[src/inc/hlt_timer_pkg.sv]
`default_nettype none
package hlt_timer_pkg;

    // ****************************************************************
    // bus geometry
    // ****************************************************************
    localparam int          ADDR_W   = 16;
    localparam int          DATA_W   = 32;
    localparam int          REG_W    = 8;
    localparam int          SEL_W    = 4;
    localparam int          NUM_SRC  = 16;

    // register indices; byte address is four times the index
    localparam logic [11:0] IDX_COUNT  = 12'hFBA;
    localparam logic [11:0] IDX_PERIOD = 12'hFBB;
    localparam logic [11:0] IDX_CON    = 12'hFBC;
    localparam logic [11:0] IDX_HLT    = 12'hFBD;
    localparam logic [11:0] IDX_CLKSEL = 12'hFBE;
    localparam logic [11:0] IDX_RSTSRC = 12'hFBF;

    // ****************************************************************
    // field positions
    // ****************************************************************
    localparam int          ON_BIT     = 7;
    localparam int          CLOCK_PRESCALE_SELECT_LSB   = 4;
    localparam int          CLOCK_PRESCALE_SELECT_W     = 3;
    localparam int          OUTPUT_POSTSCALE_SELECT_LSB  = 0;
    localparam int          OUTPUT_POSTSCALE_SELECT_W    = 4;
    localparam int          PRESCALER_SYNC_ENABLE_BIT  = 7;
    localparam int          CLOCK_EDGE_POLARITY_BIT   = 6;
    localparam int          ENABLE_SYNC_TO_TIMER_CLOCK_BIT  = 5;
    localparam int          MODE_LSB   = 0;
    localparam int          MODE_W     = 5;
    localparam int          PRE_CNT_W  = 7;

    // ****************************************************************
    // reset values
    // ****************************************************************
    localparam logic [7:0]  COUNT_RST  = 8'h00;
    localparam logic [7:0]  PERIOD_RST = 8'hFF;
    localparam logic [7:0]  CON_RST    = 8'h00;
    localparam logic [7:0]  HLT_RST    = 8'h00;
    localparam logic [3:0]  CLKSEL_RST = 4'h0;
    localparam logic [3:0]  RSTSRC_RST = 4'h0;

    // ****************************************************************
    // timing
    // ****************************************************************
    localparam logic [1:0]  FOSC4_LAST = 2'h3;

    // ****************************************************************
    // modes with hardware-limit behaviour
    // ****************************************************************
    localparam logic [4:0]  MODE_MONO_RISE  = 5'h11;
    localparam logic [4:0]  MODE_MONO_FALL  = 5'h12;
    localparam logic [4:0]  MODE_MONO_BOTH  = 5'h13;
    localparam logic [4:0]  MODE_SHOT_LOW   = 5'h16;
    localparam logic [4:0]  MODE_SHOT_HIGH  = 5'h17;

    typedef enum logic [1:0] {
        ST_IDLE = 2'b00,
        ST_WAIT = 2'b01,
        ST_RUN  = 2'b11
    } run_state_e;

    function automatic logic [ADDR_W-1:0] byte_addr(input logic [11:0] idx);
        byte_addr = {2'b00, idx, 2'b00};
    endfunction

endpackage
`default_nettype wire

[src/rtl/hlt_sync2.sv]
`timescale 1ns/1ns
`default_nettype none
module hlt_sync2 #(
    parameter int WIDTH = 1
) (
    input  wire logic             pclk,
    input  wire logic             presetn,
    input  wire logic [WIDTH-1:0] async_in,
    output logic      [WIDTH-1:0] sync_out
);
    logic [WIDTH-1:0] meta_q;

    always_ff @(posedge pclk or negedge presetn) begin
        if (!presetn) begin
            meta_q   <= '0;
            sync_out <= '0;
        end else begin
            meta_q   <= async_in;
            sync_out <= meta_q;
        end
    end
endmodule // hlt_sync2
`default_nettype wire

[src/rtl/hlt_prescaler.sv]
`timescale 1ns/1ns
`default_nettype none
module hlt_prescaler (
    input  wire logic                            pclk,
    input  wire logic                            presetn,
    input  wire logic                            clear,
    input  wire logic                            tick,
    input  wire logic [hlt_timer_pkg::CLOCK_PRESCALE_SELECT_W-1:0] ratio_sel,
    output logic                                 out_pulse
);
    import hlt_timer_pkg::*;
    logic [PRE_CNT_W-1:0] cnt_q;
    logic [PRE_CNT_W-1:0] cnt_d;
    logic [PRE_CNT_W-1:0] last;

    // power-of-two ratio: 1:1 at code 0, 1:128 at code 7
    assign last      = PRE_CNT_W'((8'h01 << ratio_sel) - 8'h01);
    assign out_pulse = tick && (cnt_q == last);

    always_comb begin
        cnt_d = cnt_q;
        if (clear) begin
            cnt_d = '0;
        end else if (tick) begin
            cnt_d = out_pulse ? '0 : cnt_q + PRE_CNT_W'(1);
        end
    end

    always_ff @(posedge pclk or negedge presetn) begin
        if (!presetn) begin
            cnt_q <= '0;
        end else begin
            cnt_q <= cnt_d;
        end
    end
endmodule // hlt_prescaler
`default_nettype wire

[src/rtl/hw_limit_timer_control.sv]
// The APB register port was left to the implementer.
`timescale 1ns/1ns
`default_nettype none
module hw_limit_timer_control (
    input  wire logic                              pclk,
    input  wire logic                              presetn,
    input  wire logic                              psel,
    input  wire logic                              penable,
    input  wire logic                              pwrite,
    input  wire logic [hlt_timer_pkg::ADDR_W-1:0]   paddr,
    input  wire logic [hlt_timer_pkg::DATA_W-1:0]   pwdata,
    input  wire logic [3:0]                         pstrb,
    output logic      [hlt_timer_pkg::DATA_W-1:0]   prdata,
    output logic                                   pready,
    output logic                                   pslverr,
    input  wire logic [hlt_timer_pkg::NUM_SRC-1:0]  clk_src_in,
    input  wire logic [hlt_timer_pkg::NUM_SRC-1:0]  ext_reset_in,
    input  wire logic                              cpu_sleep,
    output logic                                   timer_event,
    output logic                                   period_match,
    output logic                                   timer_running
);
    import hlt_timer_pkg::*;

    // ****************************************************************
    // register bus
    // ****************************************************************
    logic [REG_W-1:0]  count_q, count_d;
    logic [REG_W-1:0]  period_q, period_d;
    logic [REG_W-1:0]  con_q, con_d;
    logic [REG_W-1:0]  hlt_q, hlt_d;
    logic [SEL_W-1:0]  clksel_q, clksel_d;
    logic [SEL_W-1:0]  rstsrc_q, rstsrc_d;
    logic [DATA_W-1:0] prdata_d;
    logic              pready_d, pslverr_d;
    logic              access, commit, wr_ok, hit;
    logic [REG_W-1:0]  rd_val;
    logic              hw_clear_on;
    assign access = psel && penable;
    assign commit = access && pready;
    assign wr_ok  = commit && pwrite && pstrb[0] && hit;
    always_comb begin
        hit    = 1'b1;
        rd_val = '0;
        unique case (paddr)
            byte_addr(IDX_COUNT):  rd_val = count_q;
            byte_addr(IDX_PERIOD): rd_val = period_q;
            byte_addr(IDX_CON):    rd_val = con_q;
            byte_addr(IDX_HLT):    rd_val = hlt_q;
            byte_addr(IDX_CLKSEL): rd_val = {4'h0, clksel_q};
            byte_addr(IDX_RSTSRC): rd_val = {4'h0, rstsrc_q};
            default:               hit = 1'b0;
        endcase
    end

    // one wait state: answer lands on the second access cycle
    always_comb begin
        pready_d  = access && !pready;
        pslverr_d = pready_d && !hit;
        prdata_d  = prdata;
        if (pready_d) begin
            prdata_d = (hit && !pwrite) ? {24'h0, rd_val} : '0;
        end
    end

    always_comb begin
        period_d = period_q;
        hlt_d    = hlt_q;
        clksel_d = clksel_q;
        rstsrc_d = rstsrc_q;
        con_d    = con_q;
        if (hw_clear_on) begin
            con_d[ON_BIT] = 1'b0;
        end
        if (wr_ok) begin
            unique case (paddr)
                byte_addr(IDX_PERIOD): period_d = pwdata[REG_W-1:0];
                byte_addr(IDX_CON):    con_d    = pwdata[REG_W-1:0];
                byte_addr(IDX_HLT):    hlt_d    = pwdata[REG_W-1:0];
                byte_addr(IDX_CLKSEL): clksel_d = pwdata[SEL_W-1:0];
                byte_addr(IDX_RSTSRC): rstsrc_d = pwdata[SEL_W-1:0];
                default: ;
            endcase
        end
    end

    always_ff @(posedge pclk or negedge presetn) begin
        if (!presetn) begin
            period_q <= PERIOD_RST;
            con_q    <= CON_RST;
            hlt_q    <= HLT_RST;
            clksel_q <= CLKSEL_RST;
            rstsrc_q <= RSTSRC_RST;
            prdata   <= '0;
            pready   <= 1'b0;
            pslverr  <= 1'b0;
        end else begin
            period_q <= period_d;
            con_q    <= con_d;
            hlt_q    <= hlt_d;
            clksel_q <= clksel_d;
            rstsrc_q <= rstsrc_d;
            prdata   <= prdata_d;
            pready   <= pready_d;
            pslverr  <= pslverr_d;
        end
    end

    // ****************************************************************
    // input clock and reset source selection
    // ****************************************************************
    logic [2*NUM_SRC-1:0] pins_s;
    logic                 clk_lvl, clk_prev_q, ext_lvl, ext_prev_q;
    logic                 in_tick, ext_rise, ext_fall;
    logic                 on_bit, prescaler_sync_enable, clock_edge_polarity, enable_sync_to_timer_clock;
    logic [MODE_W-1:0]    mode;
    hlt_sync2 #(.WIDTH(2*NUM_SRC)) u_sync (
        .pclk     (pclk),
        .presetn  (presetn),
        .async_in ({ext_reset_in, clk_src_in}),
        .sync_out (pins_s)
    );
    assign on_bit  = con_q[ON_BIT];
    assign prescaler_sync_enable   = hlt_q[PRESCALER_SYNC_ENABLE_BIT];
    assign clock_edge_polarity    = hlt_q[CLOCK_EDGE_POLARITY_BIT];
    assign enable_sync_to_timer_clock   = hlt_q[ENABLE_SYNC_TO_TIMER_CLOCK_BIT];
    assign mode    = hlt_q[MODE_LSB +: MODE_W];
    assign clk_lvl = pins_s[clksel_q];
    assign ext_lvl = pins_s[NUM_SRC + int'(rstsrc_q)];
    // flipping polarity while on cannot fake an edge here: both terms need the level to change
    assign in_tick  = clock_edge_polarity ? (clk_prev_q && !clk_lvl) : (!clk_prev_q && clk_lvl);
    assign ext_rise = !ext_prev_q && ext_lvl;
    assign ext_fall = ext_prev_q && !ext_lvl;
    always_ff @(posedge pclk or negedge presetn) begin
        if (!presetn) begin
            clk_prev_q <= 1'b0;
            ext_prev_q <= 1'b0;
        end else begin
            clk_prev_q <= clk_lvl;
            ext_prev_q <= ext_lvl;
        end
    end

    // ****************************************************************
    // enable retiming, run state, instruction clock
    // ****************************************************************
    logic [1:0]  en_pipe_q, en_pipe_d;
    logic [1:0]  div_q, div_d;
    logic        on_eff, fosc4_tick, run, sleep_block, tmr_tick;
    logic        mono, shot, shot_hold, start_edge, match;
    run_state_e  state_q, state_d;
    assign fosc4_tick  = (div_q == FOSC4_LAST);
    assign div_d       = div_q + 2'h1;
    // retiming only delays the start; clearing the enable stops at once
    assign on_eff      = on_bit && (!enable_sync_to_timer_clock || en_pipe_q[1]);
    assign sleep_block = prescaler_sync_enable && cpu_sleep;
    assign run         = (state_q == ST_RUN) && on_eff && !sleep_block;
    assign mono        = (mode == MODE_MONO_RISE) || (mode == MODE_MONO_FALL) || (mode == MODE_MONO_BOTH);
    assign shot        = (mode == MODE_SHOT_LOW) || (mode == MODE_SHOT_HIGH);
    assign shot_hold   = shot && (ext_lvl == (mode == MODE_SHOT_HIGH));
    assign start_edge  = ((mode != MODE_MONO_FALL) && ext_rise) || ((mode != MODE_MONO_RISE) && ext_fall);
    always_comb begin
        en_pipe_d = en_pipe_q;
        if (!on_bit) begin
            en_pipe_d = '0;
        end else if (in_tick) begin
            en_pipe_d = {en_pipe_q[0], 1'b1};
        end
    end

    always_comb begin
        state_d = state_q;
        if (!on_eff) begin
            state_d = ST_IDLE;
        end else begin
            unique case (state_q)
                ST_IDLE: state_d = (mono || shot_hold) ? ST_WAIT : ST_RUN;
                ST_WAIT: begin
                    if (mono ? start_edge : !shot_hold) begin
                        state_d = ST_RUN;
                    end
                end
                ST_RUN: begin
                    if (shot_hold) begin
                        state_d = ST_WAIT;
                    end else if (mono && tmr_tick && match) begin
                        state_d = ST_WAIT;
                    end
                end
                default: state_d = ST_IDLE;
            endcase
        end
    end

    always_ff @(posedge pclk or negedge presetn) begin
        if (!presetn) begin
            en_pipe_q <= '0;
            div_q     <= '0;
            state_q   <= ST_IDLE;
        end else begin
            en_pipe_q <= en_pipe_d;
            div_q     <= div_d;
            state_q   <= state_d;
        end
    end

    // ****************************************************************
    // prescaler, instruction clock alignment, counter, postscaler
    // ****************************************************************
    logic               pre_out, pend_q, pend_d, event_d;
    logic [OUTPUT_POSTSCALE_SELECT_W-1:0] post_q, post_d;
    hlt_prescaler u_pre (
        .pclk      (pclk),
        .presetn   (presetn),
        .clear     (!run),
        .tick      (in_tick && run),
        .ratio_sel (con_q[CLOCK_PRESCALE_SELECT_LSB +: CLOCK_PRESCALE_SELECT_W]),
        .out_pulse (pre_out)
    );
    // aligned ticks keep a software read of the count coherent
    assign tmr_tick    = prescaler_sync_enable ? ((pend_q || pre_out) && fosc4_tick && run) : pre_out;
    assign pend_d      = prescaler_sync_enable && run && (pend_q || pre_out) && !fosc4_tick;
    assign match       = (count_q == period_q);
    assign hw_clear_on = shot && tmr_tick && match;

    always_comb begin
        count_d = count_q;
        if (wr_ok && paddr == byte_addr(IDX_COUNT)) begin
            count_d = pwdata[REG_W-1:0];
        end else if (shot_hold && on_eff) begin
            count_d = COUNT_RST;
        end else if (tmr_tick) begin
            count_d = match ? COUNT_RST : count_q + 8'h01;
        end
    end

    always_comb begin
        post_d  = post_q;
        event_d = 1'b0;
        if (!on_eff) begin
            post_d = '0;
        end else if (tmr_tick && match) begin
            event_d = (post_q == con_q[OUTPUT_POSTSCALE_SELECT_LSB +: OUTPUT_POSTSCALE_SELECT_W]);
            post_d  = event_d ? '0 : post_q + 4'h1;
        end
    end

    always_ff @(posedge pclk or negedge presetn) begin
        if (!presetn) begin
            count_q       <= COUNT_RST;
            pend_q        <= 1'b0;
            post_q        <= '0;
            timer_event   <= 1'b0;
            period_match  <= 1'b0;
            timer_running <= 1'b0;
        end else begin
            count_q       <= count_d;
            pend_q        <= pend_d;
            post_q        <= post_d;
            timer_event   <= event_d;
            period_match  <= tmr_tick && match;
            timer_running <= run;
        end
    end
endmodule // hw_limit_timer_control
`default_nettype wire

[config.mk]
export PLATFORM = sky130hd
export DESIGN_NAME = hw_limit_timer_control
export DESIGN_NICKNAME = d
export VERILOG_FILES = /design/src/inc/hlt_timer_pkg.sv /design/src/rtl/hlt_sync2.sv /design/src/rtl/hlt_prescaler.sv /design/src/rtl/hw_limit_timer_control.sv
export SDC_FILE = /design/constraint.sdc
export NUM_CORES = 1
export LEC_CHECK = 0
export BUFFER_PORTS_ARGS = -buffer_cell sky130_fd_sc_hd__buf_4
export CELL_PAD_IN_SITES_DETAIL_PLACEMENT = 0
export CELL_PAD_IN_SITES_GLOBAL_PLACEMENT = 1
export CORE_ASPECT_RATIO = 2
export CORE_MARGIN = 2
export CORE_UTILIZATION = 46
export CTS_CLUSTER_SIZE = 14
export DETAILED_ROUTE_END_ITERATION = 10
export GPL_ROUTABILITY_DRIVEN = 0
export PLACE_DENSITY_LB_ADDON = 0.1
export SLEW_MARGIN = 10
export SYNTH_ARGS = -nofsm -noshare
export SYNTH_HDL_FRONTEND = slang
export SYNTH_SLANG_ARGS = --single-unit
export TNS_END_PERCENT = 20
[constraint.sdc]
create_clock -name pclk -period 6.4 [get_ports pclk]
set_input_delay 0.32 -clock pclk [delete_from_list [all_inputs] [get_ports pclk]]
set_output_delay 0.32 -clock pclk [all_outputs]
set_load 0.01 [all_outputs]
==> implementation parameters <==
Parameter                              Value

Critical path
  Arrival time of data at the critical path endpoint ... 3070 ps
  Class of the most critical setup path ... reg2reg
  Worst endpoint required time ... 6700 ps
  CP Capture Type ... register
  CP Max Fanout ... 10
  CP startpoint kind ... register

Detailed routing
  Total via count in the routed design ... 4,067
  Routed len/inst ... 17.3 um
  Number of remaining DRC errors ... 0
  DR iter-0 viols ... 214
  Final wirelength ... 12,900 um
  Drt via density ... 5.46
  First-pass DRT Iterations ... 4
  Post-detailed-route count of antenna-violating nets ... 0

Floorplan
  Core area ... 12,600 um^2
  Die span in x ... 84.2 um
  Die Y ... 164 um
  Total Die Area ... 13,900 um^2
  Number of top-level pins ... 127
  Initial core utilization ... 0.472
  Number of placement rows ... 58

Timing
  Achievable frequency ... 362 MHz
  Finish-stage setup viols ... 0
  Unrepaired setup endpoints after global routing ... no
  Max_slew headroom ... 0.396
  Slew at the pin closest to its max-slew limit ... 902 ps
  Worst Clk Skew ... 8.81 ps
  Setup_tns ... 0 ps
  Final Max Slew Viols ... 0
  Number of hold violations in the final report ... 0
  Share of the clock period used by the worst path ... 0.432
  Final Critical Period ... 2770 ps

GRT
  Remaining Overflow, GRT ... 0
  Maximum number of pins on one net before global-route repair ... 72
  Overall routing resource usage ... 0.198
  Antenna violations before repair ... 0
  Via count of the first global-routing pass ... 4,189
  Wire length of the first global-routing pass ... 20,900 um

Cells and area
  Final non-filler cell total ... 745
  Post-Route Utilization ... 0.581
  Count of filler cells inserted in the layout ... 1,083
  Layout area overhead ... 23.2%
  Final net count ... 676
  Fraction of layout instances using a drive strength above 1 ... 0.240
  Antenna cells ... 0

Synthesis
  Most area-consuming cells after synthesis ... sky130_fd_sc_hd__dfrtp_1 55%, sky130_fd_sc_hd__mux2_1 4.8%, sky130_fd_sc_hd__dfstp_2 3.5%, sky130_fd_sc_hd__buf_4 3.2%, sky130_fd_sc_hd__mux4_2 2.7%
  Synthesized netlist cell count ... 482
  Cell accounting for the most synthesized area ... sky130_fd_sc_hd__dfrtp_1
  Main flop type after synthesis ... sky130_fd_sc_hd__dfrtp_1
  Distinct cell type count of the synthesized netlist ... 67
  Share of synthesized area occupied by flip-flops and latches ... 0.581
  Cell area after synthesis ... 5920 um^2
  Count of yosys warnings during synthesis ... 0
  Mean instance size in the synthesized netlist ... 12.3 um^2
  Async set-reset flop share out of synthesis ... 1.00
  Number of enable-type register cells in the synthesized netlist ... 0
  Post-synth top area share ... 0.545
  Flop and latch count out of synthesis ... 137

Worst hold path
  Hold Path Class ... in2async

Clocking
  Clock root cell ... sky130_fd_sc_hd__clkbuf_16
  Count of instances resized after the clock tree is built ... 0
  Clock Pin Slew Worst Setup and Hold Paths ... 60 ps
  Clock latency on the worst-skew pair ... 410 ps
  Total clock sinks ... 137
  Inserted Clock Buffers ... 17
  CTS tree ... done
  Clock tree buffer depth ... 2
  Total number of H-tree levels ... 4

Placement
  Buffers added on ports ... 75
  Dpl hpwl ... 9290 um
  Placed cell count ... 693

Pwr
  Post-route total power ... 1950 uW
  Worst-case vdd ir drop ... 198 uV
  Static Leakage ... 0.00342 uW
  PD cells ... 267 nW/um^2

Outcome
  Result of the run ... completed

Flow run
  Max_cap viols ... 0
-- placed cells by master (no fill, tap or decap), types with 8 or more instances in the layout --
cell,n
sky130_fd_sc_hd__nand2_1,39
sky130_fd_sc_hd__dlygate4sd3_1,20
sky130_fd_sc_hd__clkbuf_16,17
sky130_fd_sc_hd__inv_1,12
sky130_fd_sc_hd__nor2b_1,10
sky130_fd_sc_hd__a21oi_1,9
sky130_fd_sc_hd__nand3_1,24
sky130_fd_sc_hd__xnor2_1,12
sky130_fd_sc_hd__mux2_1,25
sky130_fd_sc_hd__buf_4,76
sky130_fd_sc_hd__a22o_1,8
sky130_fd_sc_hd__o21ai_1,21
sky130_fd_sc_hd__dfstp_2,8
sky130_fd_sc_hd__dfrtp_1,129
sky130_fd_sc_hd__conb_1,24
sky130_fd_sc_hd__nor2_1,26
-- report_power, final --
part           switching (uW)  leakage, uW  internal (uW)
clock network             408     0.000283            563
logic                    41.8      0.00141           40.4
registers                5.70      0.00173            888
total                     456      0.00342           1490
-- cells by family (layout without fill, tap and decap cells) --
kind of cell / count (synthesis) / count (layout) / share of synthesized area
AND/OR/NAND/NOR: 139 / 139 / 0.119
flip-flops: 137 / 137 / 0.581
AO/OA/AOI/OAI: 89 / 89 / 0.116
buffers and inverters: 51 / 141 / 0.0528
multiplexers: 46 / 46 / 0.0997
XOR/XNOR: 15 / 15 / 0.0222
adder cells (fa/ha/maj): 4 / 4 / 0.00845
other: 1 / 24 / 0.000633
-- cells in the mapped netlist (3+ instances only) --
library cell	n
sky130_fd_sc_hd__clkbuf_1	5
sky130_fd_sc_hd__buf_2	4
sky130_fd_sc_hd__xor2_1	3
sky130_fd_sc_hd__mux2_1	25
sky130_fd_sc_hd__nand2_1	39
sky130_fd_sc_hd__nor2_1	26
sky130_fd_sc_hd__nor2b_1	10
sky130_fd_sc_hd__a222oi_1	4
sky130_fd_sc_hd__o211ai_1	3
sky130_fd_sc_hd__ha_1	4
sky130_fd_sc_hd__nand2b_1	4
sky130_fd_sc_hd__a21oi_1	9
sky130_fd_sc_hd__nor3_1	4
sky130_fd_sc_hd__dfstp_2	8
sky130_fd_sc_hd__inv_1	12
sky130_fd_sc_hd__a22o_1	8
sky130_fd_sc_hd__a22oi_1	4
sky130_fd_sc_hd__xnor2_1	12
sky130_fd_sc_hd__and3_1	3
sky130_fd_sc_hd__mux2i_1	7
sky130_fd_sc_hd__o21ai_0	4
sky130_fd_sc_hd__o21ai_1	21
sky130_fd_sc_hd__nand3b_1	4
sky130_fd_sc_hd__mux4_2	7
sky130_fd_sc_hd__buf_4	25
sky130_fd_sc_hd__and2_1	3
sky130_fd_sc_hd__a21o_1	6
sky130_fd_sc_hd__nand4_1	6
sky130_fd_sc_hd__dfrtp_1	129
sky130_fd_sc_hd__a221oi_1	4
sky130_fd_sc_hd__nand3_1	24
sky130_fd_sc_hd__o311a_1	6
sky130_fd_sc_hd__buf_6	3
sky130_fd_sc_hd__mux2_2	6
-- worst max-delay path, stage by stage, from the launching register on --
cell	delay, ps
sky130_fd_sc_hd__dfrtp_1	550
sky130_fd_sc_hd__mux2_2	400
sky130_fd_sc_hd__a221oi_2	300
sky130_fd_sc_hd__o2bb2ai_2	200
sky130_fd_sc_hd__mux2i_2	520
sky130_fd_sc_hd__nand3b_1	390
sky130_fd_sc_hd__o21ai_1	120
sky130_fd_sc_hd__a21o_1	180
-- flip-flops by register name (all words and copies together), names as in the netlist, 2 cells and up --
name	flops
clksel_q	4
u_pre.cnt_q	7
count_q	8
state_q	2
u_sync.meta_q	32
rstsrc_q	4
en_pipe_q	2
div_q	2
hlt_q	8
prdata	8
con_q	8
u_sync.sync_out	32
post_q	4
period_q	8
-- path summary, 6_finish.rpt --
check,slack [ps],depth (start not counted),startpoint,to
worst max-delay path,3630,7,clksel_q[2],u_pre.cnt_q[4]
worst min-delay path,5,1,presetn,prdata[6]
worst max register to register,3630,7,clksel_q[2],u_pre.cnt_q[4]
worst min register to register,350,0,u_sync.meta_q[19],u_sync.sync_out[19]
max in group asynchronous,5000,2,presetn,period_match
min in group pclk,10,1,clk_src_in[13],u_sync.meta_q[13]
-- metal layers --
layer / vias up / track usage / part of all wire
li1: 1891 / - / -
met1: 2048 / 0.198 / 0.34
met2: 95 / 0.372 / 0.59
met3: 33 / 0.0335 / 0.028
met4: 0 / 0.122 / 0.042
met5: - / 0 / 0
-- layout make-up --
cell class / count / area [um^2] / area share
flip-flops and latches: 137 / 3440 / 0.471
multi-input cells: 317 / 2260 / 0.309
repair buffers: 96 / 771 / 0.106
clock inverters: 14 / 153 / 0.0209
well taps: 150 / 188 / 0.0257
inverters: 13 / 48.8 / 0.00669
clock buffers: 18 / 439 / 0.0602
-- per-stage QoR --
step / area (um^2) / setup WS [ps] / hold WS [ps]
CTS: 7240 / 3610 / 0.415
global route: 7290 / 3390 / 0.290
floorplan: 6010 / 3900 / 24.4
global placement: 6500 / 3340 / 331
finish: 7290 / 3630 / 4.63
detailed placement: 6500 / 3260 / 335
-- timing repair --
item                                   CTS  global route
setup endpoints to repair                0             0
endpoints found under the hold margin   15             5
hold buffers                            15             5
setup buffers                            0             0
No activity file was read; power rests on OpenSTA's default activity.
